`src/core/pet_consts.svh`:
```
// register offsets, field positions, reset values and timing counts
`ifndef PET_CONSTS_SVH
`define PET_CONSTS_SVH
`define PET_OFF_CTRL      8'h00
`define PET_OFF_PERIOD    8'h04
`define PET_OFF_EV1       8'h08
`define PET_OFF_EV2       8'h0c
`define PET_OFF_EV3       8'h10
`define PET_OFF_EV4       8'h14
`define PET_OFF_PHASE     8'h18
`define PET_OFF_SAMP1     8'h1c
`define PET_OFF_SAMP2     8'h20
`define PET_OFF_ADJ_A     8'h24
`define PET_OFF_ADJ_B     8'h28
`define PET_OFF_BLANK_A   8'h2c
`define PET_OFF_BLANK_B   8'h30
`define PET_OFF_DEAD      8'h34
`define PET_OFF_EVDIV     8'h38
`define PET_OFF_STATUS    8'h3c
`define PET_CTRL_EN       0
`define PET_CTRL_CLOSED   1
`define PET_CTRL_POL_A    2
`define PET_CTRL_POL_B    3
`define PET_CTRL_OS_LO    4
`define PET_CTRL_SYNC_EN  6
`define PET_CTRL_RST      32'h0000_0000
`define PET_PERIOD_RST    14'h0100
`define PET_BLANK_END_LO  16
`define PET_FAST_PER_PS   4000
`define PET_FINE_STEP_PS  250
`define PET_FINE_STEPS    (`PET_FAST_PER_PS / `PET_FINE_STEP_PS)
`define PET_SLOW_DIV      4
`endif

```
`src/core/pet_pkg.sv`:
```
// types and shared arithmetic for the pulse generator
package pet_pkg;
  typedef logic [13:0] pet_cnt_t;
  typedef logic [17:0] pet_evt_t;
  typedef logic signed [16:0] pet_adj_t;
  typedef enum logic [1:0] {
    PET_IDLE = 2'b00,
    PET_RESP = 2'b01
  } pet_apb_e;
  // add a signed quarter-ns offset to an event, clamped to range
  function automatic pet_evt_t pet_add_adj(input pet_evt_t e,
                                           input pet_adj_t a);
    logic signed [19:0] s;
    s = $signed({2'b00, e}) + $signed({{3{a[16]}}, a});
    if (s < 0)
      return '0;
    else if (s > 20'sh3ffff)
      return '1;
    else
      return s[17:0];
  endfunction
endpackage

```
`src/core/pet_ctl_if.sv`:
```
// carrier for slow tick and synchronised sync pulse
`timescale 1ns/100ps
interface pet_ctl_if;
  logic slow_tick;
  logic sync_pulse;
  modport div  (output slow_tick);
  modport syn  (output sync_pulse);
  modport core (input slow_tick, input sync_pulse);
endinterface

```
`src/core/pet_clkdiv.sv`:
```
// divider giving the slow control clock enable
`timescale 1ns/100ps
`include "pet_consts.svh"
module pet_clkdiv #(
  parameter int DIV = `PET_SLOW_DIV
) (
  // clock and reset
  input  wire logic pclk,
  input  wire logic presetn,
  // tick out
  pet_ctl_if.div    ctl
);
  logic [7:0] cnt_q;
  always_ff @(posedge pclk or negedge presetn) begin
    if (!presetn) begin
      cnt_q         <= 8'h00;
      ctl.slow_tick <= 1'b0;
    end else begin
      ctl.slow_tick <= (cnt_q == 8'(DIV - 1));
      cnt_q         <= (cnt_q == 8'(DIV - 1)) ? 8'h00 : cnt_q + 8'h01;
    end
  end
endmodule

```
`src/core/pet_syncin.sv`:
```
// three-stage synchroniser and rising-edge pulse for the sync pin
`timescale 1ns/100ps
module pet_syncin (
  // clock and reset
  input  wire logic pclk,
  input  wire logic presetn,
  // pin and pulse
  input  wire logic sync_in,
  pet_ctl_if.syn    ctl
);
  logic s1_q, s2_q, s3_q, lvl_q;
  always_ff @(posedge pclk or negedge presetn) begin
    if (!presetn) begin
      s1_q           <= 1'b0;
      s2_q           <= 1'b0;
      s3_q           <= 1'b0;
      lvl_q          <= 1'b0;
      ctl.sync_pulse <= 1'b0;
    end else begin
      s1_q <= sync_in;
      s2_q <= s1_q;
      s3_q <= s2_q;
      // a change counts only once stages two and three agree
      if (s2_q == s3_q)
        lvl_q <= s3_q;
      ctl.sync_pulse <= (s2_q == s3_q) && s3_q && !lvl_q;
    end
  end
endmodule

```
`src/core/pet_top.sv`:
```
// pulse generator channel: time base, edge events, triggers, apb slave
// Overview of operation
// - duty becomes on time in quarter-ns steps
// - incoming sync pulse resets ramp counter
// - sync out when counter crosses phase
// - own 14-bit time base, programmable period
// - new period shadowed until period end
// - two outputs, shared period, dead time in closed loop
// - signed cycle adjust up to 65536 steps
// - per-output polarity selectable
// - event pulse for interrupt and converter start
// - counter in quarters equals sample value: trigger conversion
// - optional 2, 4 or 8 samples per period on sample trigger 1
// - phase count sets slave sync offset
// - period counted in fast clock cycles
// - events 2-4: coarse upper, fine low four
// - fine placement on events 2-4 only
// - edges from compare of events and counter
// - multi mode edge assignment of events
// - open loop uses only own registers
// - samples and blanking always from registers
// - blanking windows mask switching noise
// - oversample code 00,01,10,11 = 1,2,4,8
`timescale 1ns/100ps
`include "pet_consts.svh"
module pet_top #(
  parameter int AW = 8
) (
  // clock and reset
  input  wire logic          pclk,
  input  wire logic          presetn,
  // apb slave
  input  wire logic          psel,
  input  wire logic          penable,
  input  wire logic          pwrite,
  input  wire logic [AW-1:0] paddr,
  input  wire logic [31:0]   pwdata,
  output logic [31:0]        prdata,
  output logic               pready,
  output logic               pslverr,
  // compensator duty
  input  wire logic [23:0]   duty_in,
  input  wire logic          duty_valid,
  // synchronisation
  input  wire logic          sync_in,
  output logic               sync_out,
  // pulse outputs with fine step codes
  output logic               pwm_a,
  output logic               pwm_b,
  output logic [3:0]         fine_a,
  output logic [3:0]         fine_b,
  // triggers, blanking and events
  output logic               sample_trig1,
  output logic               sample_trig2,
  output logic               blank_a,
  output logic               blank_b,
  output logic               period_evt
);
  pet_ctl_if ctl ();
  pet_clkdiv #(.DIV(`PET_SLOW_DIV)) u_div (
    .pclk    (pclk),
    .presetn (presetn),
    .ctl     (ctl.div)
  );
  pet_syncin u_sync (
    .pclk    (pclk),
    .presetn (presetn),
    .sync_in (sync_in),
    .ctl     (ctl.syn)
  );

  // software registers
  logic [31:0]       ctrl_q;
  pet_pkg::pet_cnt_t period_sh_q, period_q, ev1_q, phase_q;
  pet_pkg::pet_evt_t ev2_q, ev3_q, ev4_q, dead_q;
  logic [11:0]       samp1_q, samp2_q;
  pet_pkg::pet_adj_t adj_a_q, adj_b_q;
  logic [31:0]       blank_a_q, blank_b_q;
  logic [7:0]        evdiv_q;
  pet_pkg::pet_apb_e apb_q;
  // datapath state
  pet_pkg::pet_cnt_t cnt_q;
  logic [22:0]       duty_sh_q, duty_q;
  logic [40:0]       prod_q;
  logic              raw_a_q, raw_b_q;
  logic [11:0]       os_next_q;
  logic [3:0]        os_left_q;
  logic [7:0]        evcnt_q;

  wire en   = ctrl_q[`PET_CTRL_EN];
  wire wrap = (cnt_q >= period_q);
  wire acc  = psel && penable && pready;
  wire wr   = acc && pwrite;
  wire [7:0] a8 = 8'(paddr);

  // apb: answer registered at setup, done in one access cycle
  always_ff @(posedge pclk or negedge presetn) begin
    if (!presetn) begin
      apb_q   <= pet_pkg::PET_IDLE;
      pready  <= 1'b0;
      pslverr <= 1'b0;
      prdata  <= 32'h0000_0000;
    end else begin
      case (apb_q)
        pet_pkg::PET_IDLE: begin
          if (psel && !penable) begin
            apb_q   <= pet_pkg::PET_RESP;
            pready  <= 1'b1;
            pslverr <= (a8 > `PET_OFF_STATUS) || (a8[1:0] != 2'b00);
            prdata  <= rd_mux(a8);
          end
        end
        pet_pkg::PET_RESP: begin
          apb_q   <= pet_pkg::PET_IDLE;
          pready  <= 1'b0;
          pslverr <= 1'b0;
        end
        default: begin
          apb_q  <= pet_pkg::PET_IDLE;
          pready <= 1'b0;
        end
      endcase
    end
  end

  function automatic logic [31:0] rd_mux(input logic [7:0] a);
    case (a)
      `PET_OFF_CTRL:    return ctrl_q;
      `PET_OFF_PERIOD:  return {18'h0, period_sh_q};
      `PET_OFF_EV1:     return {18'h0, ev1_q};
      `PET_OFF_EV2:     return {14'h0, ev2_q};
      `PET_OFF_EV3:     return {14'h0, ev3_q};
      `PET_OFF_EV4:     return {14'h0, ev4_q};
      `PET_OFF_PHASE:   return {18'h0, phase_q};
      `PET_OFF_SAMP1:   return {20'h0, samp1_q};
      `PET_OFF_SAMP2:   return {20'h0, samp2_q};
      `PET_OFF_ADJ_A:   return {{15{adj_a_q[16]}}, adj_a_q};
      `PET_OFF_ADJ_B:   return {{15{adj_b_q[16]}}, adj_b_q};
      `PET_OFF_BLANK_A: return blank_a_q;
      `PET_OFF_BLANK_B: return blank_b_q;
      `PET_OFF_DEAD:    return {14'h0, dead_q};
      `PET_OFF_EVDIV:   return {24'h0, evdiv_q};
      `PET_OFF_STATUS:  return {12'h0, blank_b, blank_a, pwm_b, pwm_a,
                                2'b00, cnt_q};
      default:          return 32'h0000_0000;
    endcase
  endfunction

  // register writes
  always_ff @(posedge pclk or negedge presetn) begin
    if (!presetn) begin
      ctrl_q      <= `PET_CTRL_RST;
      period_sh_q <= `PET_PERIOD_RST;
      ev1_q       <= '0;
      ev2_q       <= '0;
      ev3_q       <= '0;
      ev4_q       <= '0;
      phase_q     <= '0;
      samp1_q     <= '0;
      samp2_q     <= '0;
      adj_a_q     <= '0;
      adj_b_q     <= '0;
      blank_a_q   <= '0;
      blank_b_q   <= '0;
      dead_q      <= '0;
      evdiv_q     <= '0;
    end else if (wr) begin
      case (a8)
        `PET_OFF_CTRL:    ctrl_q      <= {25'h0, pwdata[6:0]};
        `PET_OFF_PERIOD:  period_sh_q <= pwdata[13:0];
        `PET_OFF_EV1:     ev1_q       <= pwdata[13:0];
        `PET_OFF_EV2:     ev2_q       <= pwdata[17:0];
        `PET_OFF_EV3:     ev3_q       <= pwdata[17:0];
        `PET_OFF_EV4:     ev4_q       <= pwdata[17:0];
        `PET_OFF_PHASE:   phase_q     <= pwdata[13:0];
        `PET_OFF_SAMP1:   samp1_q     <= pwdata[11:0];
        `PET_OFF_SAMP2:   samp2_q     <= pwdata[11:0];
        `PET_OFF_ADJ_A:   adj_a_q     <= pwdata[16:0];
        `PET_OFF_ADJ_B:   adj_b_q     <= pwdata[16:0];
        `PET_OFF_BLANK_A: blank_a_q   <= {2'b00, pwdata[29:16],
                                          2'b00, pwdata[13:0]};
        `PET_OFF_BLANK_B: blank_b_q   <= {2'b00, pwdata[29:16],
                                          2'b00, pwdata[13:0]};
        `PET_OFF_DEAD:    dead_q      <= pwdata[17:0];
        `PET_OFF_EVDIV:   evdiv_q     <= pwdata[7:0];
        default: ;
      endcase
    end
  end

  // sync reset has priority over counting
  always_ff @(posedge pclk or negedge presetn) begin
    if (!presetn)
      cnt_q <= '0;
    else if (!en || (ctl.sync_pulse && ctrl_q[`PET_CTRL_SYNC_EN]))
      cnt_q <= '0;
    else if (wrap)
      cnt_q <= '0;
    else
      cnt_q <= cnt_q + 14'h0001;
  end

  // period and duty shadows load at period end
  // period held in fast clock cycles
  always_ff @(posedge pclk or negedge presetn) begin
    if (!presetn) begin
      period_q  <= `PET_PERIOD_RST;
      duty_sh_q <= '0;
      duty_q    <= '0;
    end else begin
      if (duty_valid)
        duty_sh_q <= duty_in[23] ? 23'h0 : duty_in[22:0];
      if (wrap || !en) begin
        period_q <= period_sh_q;
        duty_q   <= duty_sh_q;
      end
    end
  end

  // duty times period in sixteenths of a cycle
  always_ff @(posedge pclk or negedge presetn) begin
    if (!presetn)
      prod_q <= '0;
    else
      prod_q <= {period_q, 4'h0} * duty_q;
  end

  // open loop ignores compensator; event mapping
  // closed loop B rises a dead time after A falls
  pet_pkg::pet_evt_t ev2_base, ev3_eff, ev2_eff, ev4_eff;
  always_comb begin
    ev2_base = ctrl_q[`PET_CTRL_CLOSED] ? prod_q[40:23] : ev2_q;
    ev2_eff  = pet_pkg::pet_add_adj(ev2_base, adj_a_q);
    ev4_eff  = pet_pkg::pet_add_adj(ev4_q, adj_b_q);
    ev3_eff  = ctrl_q[`PET_CTRL_CLOSED]
             ? pet_pkg::pet_add_adj(ev2_eff, {1'b0, dead_q[15:0]})
             : ev3_q;
  end

  // compare edges; event 1 coarse only
  // coarse field upper, fine code passed with the edge
  // polarity applied at the output flop
  always_ff @(posedge pclk or negedge presetn) begin
    if (!presetn) begin
      raw_a_q <= 1'b0;
      raw_b_q <= 1'b0;
      pwm_a   <= 1'b0;
      pwm_b   <= 1'b0;
      fine_a  <= 4'h0;
      fine_b  <= 4'h0;
    end else begin
      if (!en) begin
        raw_a_q <= 1'b0;
        raw_b_q <= 1'b0;
      end else begin
        if (cnt_q == ev2_eff[17:4]) begin
          raw_a_q <= 1'b0;
          fine_a  <= ev2_eff[3:0];
        end else if (cnt_q == ev1_q) begin
          raw_a_q <= 1'b1;
          fine_a  <= 4'h0;
        end
        if (cnt_q == ev4_eff[17:4]) begin
          raw_b_q <= 1'b0;
          fine_b  <= ev4_eff[3:0];
        end else if (cnt_q == ev3_eff[17:4]) begin
          raw_b_q <= 1'b1;
          fine_b  <= ev3_eff[3:0];
        end
      end
      pwm_a <= raw_a_q ^ ctrl_q[`PET_CTRL_POL_A];
      pwm_b <= raw_b_q ^ ctrl_q[`PET_CTRL_POL_B];
    end
  end

  // sync out when counter reaches phase count
  always_ff @(posedge pclk or negedge presetn) begin
    if (!presetn)
      sync_out <= 1'b0;
    else
      sync_out <= en && (cnt_q == phase_q);
  end

  always_ff @(posedge pclk or negedge presetn) begin
    if (!presetn) begin
      blank_a <= 1'b0;
      blank_b <= 1'b0;
    end else begin
      blank_a <= en && (cnt_q >= blank_a_q[13:0])
                    && (cnt_q < blank_a_q[29:16]);
      blank_b <= en && (cnt_q >= blank_b_q[13:0])
                    && (cnt_q < blank_b_q[29:16]);
    end
  end

  // compare on slow tick against counter in quarters
  // walk evenly spaced points, 2^code per period
  // each quarter value lasts four cycles, so one tick sees it once
  wire [1:0]  os_code = ctrl_q[`PET_CTRL_OS_LO+:2];
  wire [11:0] os_step = period_q[13:2] >> os_code;
  wire [11:0] cnt4    = cnt_q[13:2];
  always_ff @(posedge pclk or negedge presetn) begin
    if (!presetn) begin
      os_next_q    <= '0;
      os_left_q    <= '0;
      sample_trig1 <= 1'b0;
      sample_trig2 <= 1'b0;
    end else begin
      sample_trig1 <= 1'b0;
      sample_trig2 <= 1'b0;
      if (wrap || !en) begin
        os_next_q <= samp1_q;
        os_left_q <= 4'((5'h01 << os_code) - 5'h01);
      end else if (ctl.slow_tick) begin
        if (cnt4 == os_next_q) begin
          sample_trig1 <= 1'b1;
          if (os_left_q != 4'h0) begin
            os_next_q <= os_next_q + os_step;
            os_left_q <= os_left_q - 4'h1;
          end
        end
        sample_trig2 <= (cnt4 == samp2_q);
      end
    end
  end

  // period event divided for interrupt and converter start
  always_ff @(posedge pclk or negedge presetn) begin
    if (!presetn) begin
      evcnt_q    <= '0;
      period_evt <= 1'b0;
    end else begin
      period_evt <= 1'b0;
      if (en && wrap) begin
        if (evcnt_q >= evdiv_q) begin
          evcnt_q    <= '0;
          period_evt <= 1'b1;
        end else
          evcnt_q <= evcnt_q + 8'h01;
      end
    end
  end
endmodule

```
`config.mk`:
```
export PLATFORM = sky130hd
export DESIGN_NAME = pet_top
export DESIGN_NICKNAME = d
export VERILOG_FILES = /design/src/core/pet_pkg.sv /design/src/core/pet_ctl_if.sv /design/src/core/pet_clkdiv.sv /design/src/core/pet_syncin.sv /design/src/core/pet_top.sv
export VERILOG_INCLUDE_DIRS = /design/src /design/src/core
export SDC_FILE = /design/constraint.sdc
export NUM_CORES = 2
export LEC_CHECK = 0
export ABC_AREA = 1
export BUFFER_PORTS_ARGS = -buffer_cell sky130_fd_sc_hd__buf_2
export CORE_MARGIN = 1.5
export CORE_UTILIZATION = 32
export CTS_CLUSTER_SIZE = 20
export DETAILED_ROUTE_END_ITERATION = 8
export GPL_TIMING_DRIVEN = 0
export PLACE_DENSITY_LB_ADDON = 0.15
export SLEW_MARGIN = 10
export SYNTH_ARGS = -nofsm -noshare
export SYNTH_HDL_FRONTEND = slang
export SYNTH_SLANG_ARGS = --single-unit
export TNS_END_PERCENT = 20
```
`constraint.sdc`:
```
create_clock -name pclk -period 17.15 [get_ports pclk]
set_input_delay 1.715 -clock pclk [delete_from_list [all_inputs] [get_ports pclk]]
set_output_delay 1.715 -clock pclk [all_outputs]
set_load 0.01 [all_outputs]
```
==> summary.md <==
The final instance area was 0.03875 mm2. The number of vias in the routed layout came out at 31220. The worst setup path is launched from a register.

Setup repair after global routing left no endpoint under its margin. The die is 331.6 um wide. The tools report the count of routing violations after the opening detailed-route iteration as 3064.

The number of hold buffers added after CTS was 0. TritonCTS built the clock tree. The number of synthesized flops with an enable pin is 0, and the power density relative to cell area is 58.36 mW/mm2. The tools report the number of warnings issued by yosys as 0.

The root buffer cell chosen for the clock tree is sky130_fd_sc_hd__clkbuf_16. The logs give 4979 for the number of nets produced by synthesis and 0.1100 mm2 for the full die area. The worst hold slack after final layout came out at 361.0 ps. The share of the core filled with cells is 0.3620, and the later-pin clock latency in the skew report is 630 ps. The post-route antenna net violation count was 0.

The critical path class was register to register. The number of instances in the synthesized netlist was 4411. For the via count of the first global-routing pass, the log shows 30590.

Global routing finished with a remaining overflow of 0. The final reports fail on capacitance limit, slew limit. TritonCTS created 50 clock buffers. The tools report the number of I/O pins as 121. The tools report the number of max-cap violations as 1. The library cell used most frequently in the layout, excluding fill and tap cells, is sky130_fd_sc_hd__nand2_1. The number of antenna violations at the first check in global routing is 10.

Final setup violation count: 0. After detailed routing, the number of remaining DRC violations is 0. The die height came out at 331.6 um. The number of H-tree branching levels came out at 2.

The logs give 1.006 for the global placer's final weighted congestion and 139200 um for the final wirelength. The number of endpoints with negative hold slack in the final report is 0. Clock tree synthesis found a total of 424 sinks. Most common flop cell mapped by yosys: sky130_fd_sc_hd__dfrtp_1. Data on the critical path is required at its endpoint by 17670 ps. From synthesis to final layout, the design area changed by 12.14%. The final critical path time including I/O delays and setup was 7437 ps. On the worst path, the slowest cell contributes a delay of 760 ps. After filler insertion, the fill cell instance count of the layout stands at 11430. The HPWL after detailed placement is 110700 um.

Post-synthesis average cell area: 7.835 um2. The run gives 0.03456 mm2 as the total standard cell area after synthesis. STA classifies the critical path endpoint as a register. The tools report the clock tree buffer depth as 3. The master of the slowest instance on the critical path was sky130_fd_sc_hd__clkbuf_1. The fraction of final layout cells sized beyond drive strength 1 works out to 0.06011.

The headroom to the max-slew limit was -0.08295. The number of pins with negative max-slew slack in the final report is 2, and the per-cell routed wire length is 23.09 um. The register bit count reported by yosys works out to 424. The run gives 0.3228 as the effective utilization at floorplan. The tools report the total number of nets in the final design as 5154. The path class of the lowest-slack min-delay path was register to register. The all-layer global routing usage is 0.2513.

The number of rows in the core area is 120, and the number of vias per cell after detailed routing is 5.178. The portion of the clock cycle consumed by the worst path in the final layout was 0.4337; the fmax was 134.5 MHz. The fraction of the yosys area taken by sequential cells was 0.3071; the first-pass GRT wire length was 205500 um.

Clock-pin slew was measured on the worst setup and hold paths at 60 ps. At the worst endpoint, the arrival time is 7960 ps. Measured slew at the worst slew-check pin: 1610 ps. The core region is 0.1071 mm2. The pin count of the biggest net entering global routing came out at 102. The flow ran to the end, but the final reports show violations. Detailed-router iteration count before antenna repair: 6. The run gives 0.03706 mm2 as the post-placement cell area. Gates resized during post-CTS repair numbered 0. Across the routed clock network, the largest skew measured is 34.50 ps.

In this run the tool buffered the top-level ports with 117 buffer cells. After clock tree synthesis, the setup repair step added 0 buffers. Of all nets on the critical path, the largest fanout is 10.

The fraction of registers with async set or reset after synthesis is 1.000. The worst-case IR drop observed on VDD is 0.07213 mV. Counting distinct cell types in the post-synthesis netlist gives 63. Adding up every negative setup slack in the final design gives 0 ps.

In the layout the commonest cells are sky130_fd_sc_hd__nand2_1, sky130_fd_sc_hd__inv_1, sky130_fd_sc_hd__o21ai_0. The cell leakage power is 19.51 nW.
==> cells in the mapped netlist, drive strengths merged, types with 8 or more instances <==
| library cell | n | share of area |
|---|---|---|
| a211oi | 12 | 0.0026 |
| xor2 | 75 | 0.019 |
| a31oi | 8 | 0.0014 |
| nand4 | 35 | 0.0070 |
| o2111ai | 8 | 0.0020 |
| o21bai | 11 | 0.0025 |
| nand2 | 1237 | 0.14 |
| dfrtp | 422 | 0.31 |
| nor3 | 29 | 0.0042 |
| nor4 | 12 | 0.0026 |
| nor2 | 192 | 0.021 |
| fa | 252 | 0.15 |
| clkinv | 9 | 0.00098 |
| buf | 14 | 0.0027 |
| o21a | 11 | 0.0024 |
| o21ai | 440 | 0.064 |
| inv | 699 | 0.076 |
| ha | 245 | 0.089 |
| or2 | 17 | 0.0031 |
| o22ai | 41 | 0.0074 |
| a21o | 16 | 0.0035 |
| nand3 | 133 | 0.020 |
| xnor2 | 32 | 0.0081 |
| clkbuf | 178 | 0.019 |
| o221ai | 17 | 0.0043 |
| a21oi | 171 | 0.025 |
| a221oi | 46 | 0.012 |
==> stage by stage <==
stage	power [W]	setup slack [ps]	cells
2_1_floorplan	0.001087	11390	4411
3_3_place_gp	0.001165	5066	5931
3_5_place_dp	0.001169	9678	5937
4_1_cts	0.002275	9634	6028
5_1_grt	0.002331	9192	6028
6_report	0.002262	9713	6029
==> registers in the layout (all words and copies together), names as in the netlist, 7 cells and up <==
signal / count
prdata: 31
blank_a_q: 28
blank_b_q: 28
duty_q: 23
duty_sh_q: 23
dead_q: 18
ev2_q: 18
ev3_q: 18
ev4_q: 18
prod_q: 18
adj_a_q: 17
adj_b_q: 17
cnt_q: 14
ev1_q: 14
period_q: 14
period_sh_q: 14
phase_q: 14
os_next_q: 12
samp1_q: 12
samp2_q: 12
evcnt_q: 8
evdiv_q: 8
u_div.cnt_q: 8
ctrl_q: 7
==> logic make-up (layout without fill, tap and decap cells) <==
group	after synthesis	after routing	synth area share
other	0	1	0
muxes	2	2	0.0006155
buffers and inverters	900	1114	0.09895
DFF	424	424	0.3071
AOI/OAI and AO/OA	813	813	0.1346
xor gates and xnor gates	107	107	0.02712
adders and majority gates	497	497	0.2347
and+or+nand+nor	1668	1668	0.1969
==> report_power, final <==
| group | switching [W] | total [W] | leakage [nW] | internal (W) |
|---|---|---|---|---|
| sequential | 0.0000164 | 0.00103 | 5.85 | 0.00101 |
| combinational | 0.0000943 | 0.000121 | 12.8 | 0.0000267 |
| clock | 0.000460 | 0.00111 | 0.823 | 0.000651 |
| total | 0.000571 | 0.00226 | 19.5 | 0.00169 |
==> worst max-delay path, delay by kind of cell, from the launching register on <==
kind	cells	cell delay, ps
AND/OR/NAND/NOR	9	1010
flip-flops	1	320
AO/OA/AOI/OAI	7	1290
XOR/XNOR	1	160
buffers and inverters	5	1310
adder cells (fa/ha/maj)	7	3240
==> routing by layer <==
metal,wire (um),up-vias,GRT usage
met5,34,-,0
met1,64880,15470,0.3678
met3,9933,182,0.03549
met2,59990,1115,0.3832
met4,4350,4,0.07324
li1,-,14450,-
==> worst paths after layout <==
kind,startpoint,end,slack (ps),cells past startpoint
setup / recovery,period_q[4],prod_q[40],9710,29
hold reg to reg,u_sync.s1_q,u_sync.s2_q,360,0
hold / removal,u_sync.s1_q,u_sync.s2_q,360,0
setup reg to reg,period_q[4],prod_q[40],9710,29
max in group asynchronous,presetn,duty_q[8],14240,5
min in group asynchronous,presetn,fine_b[0],950,1
==> layout make-up <==
class / instances / area (um2) / share of cell area
multi-input combinational: 3087 / 20530 / 0.5299
sequential: 424 / 10610 / 0.2739
inverter: 708 / 2658 / 0.06858
tap: 1403 / 1755 / 0.04530
clock buffer: 72 / 1498 / 0.03865
buffer: 192 / 762.0 / 0.01966
timing repair buffer: 123 / 740.7 / 0.01911
clock inverter: 19 / 190.2 / 0.004908
antenna: 1 / 2.502 / 0.00006457
Note: power is estimated with default switching activity, not from simulation.
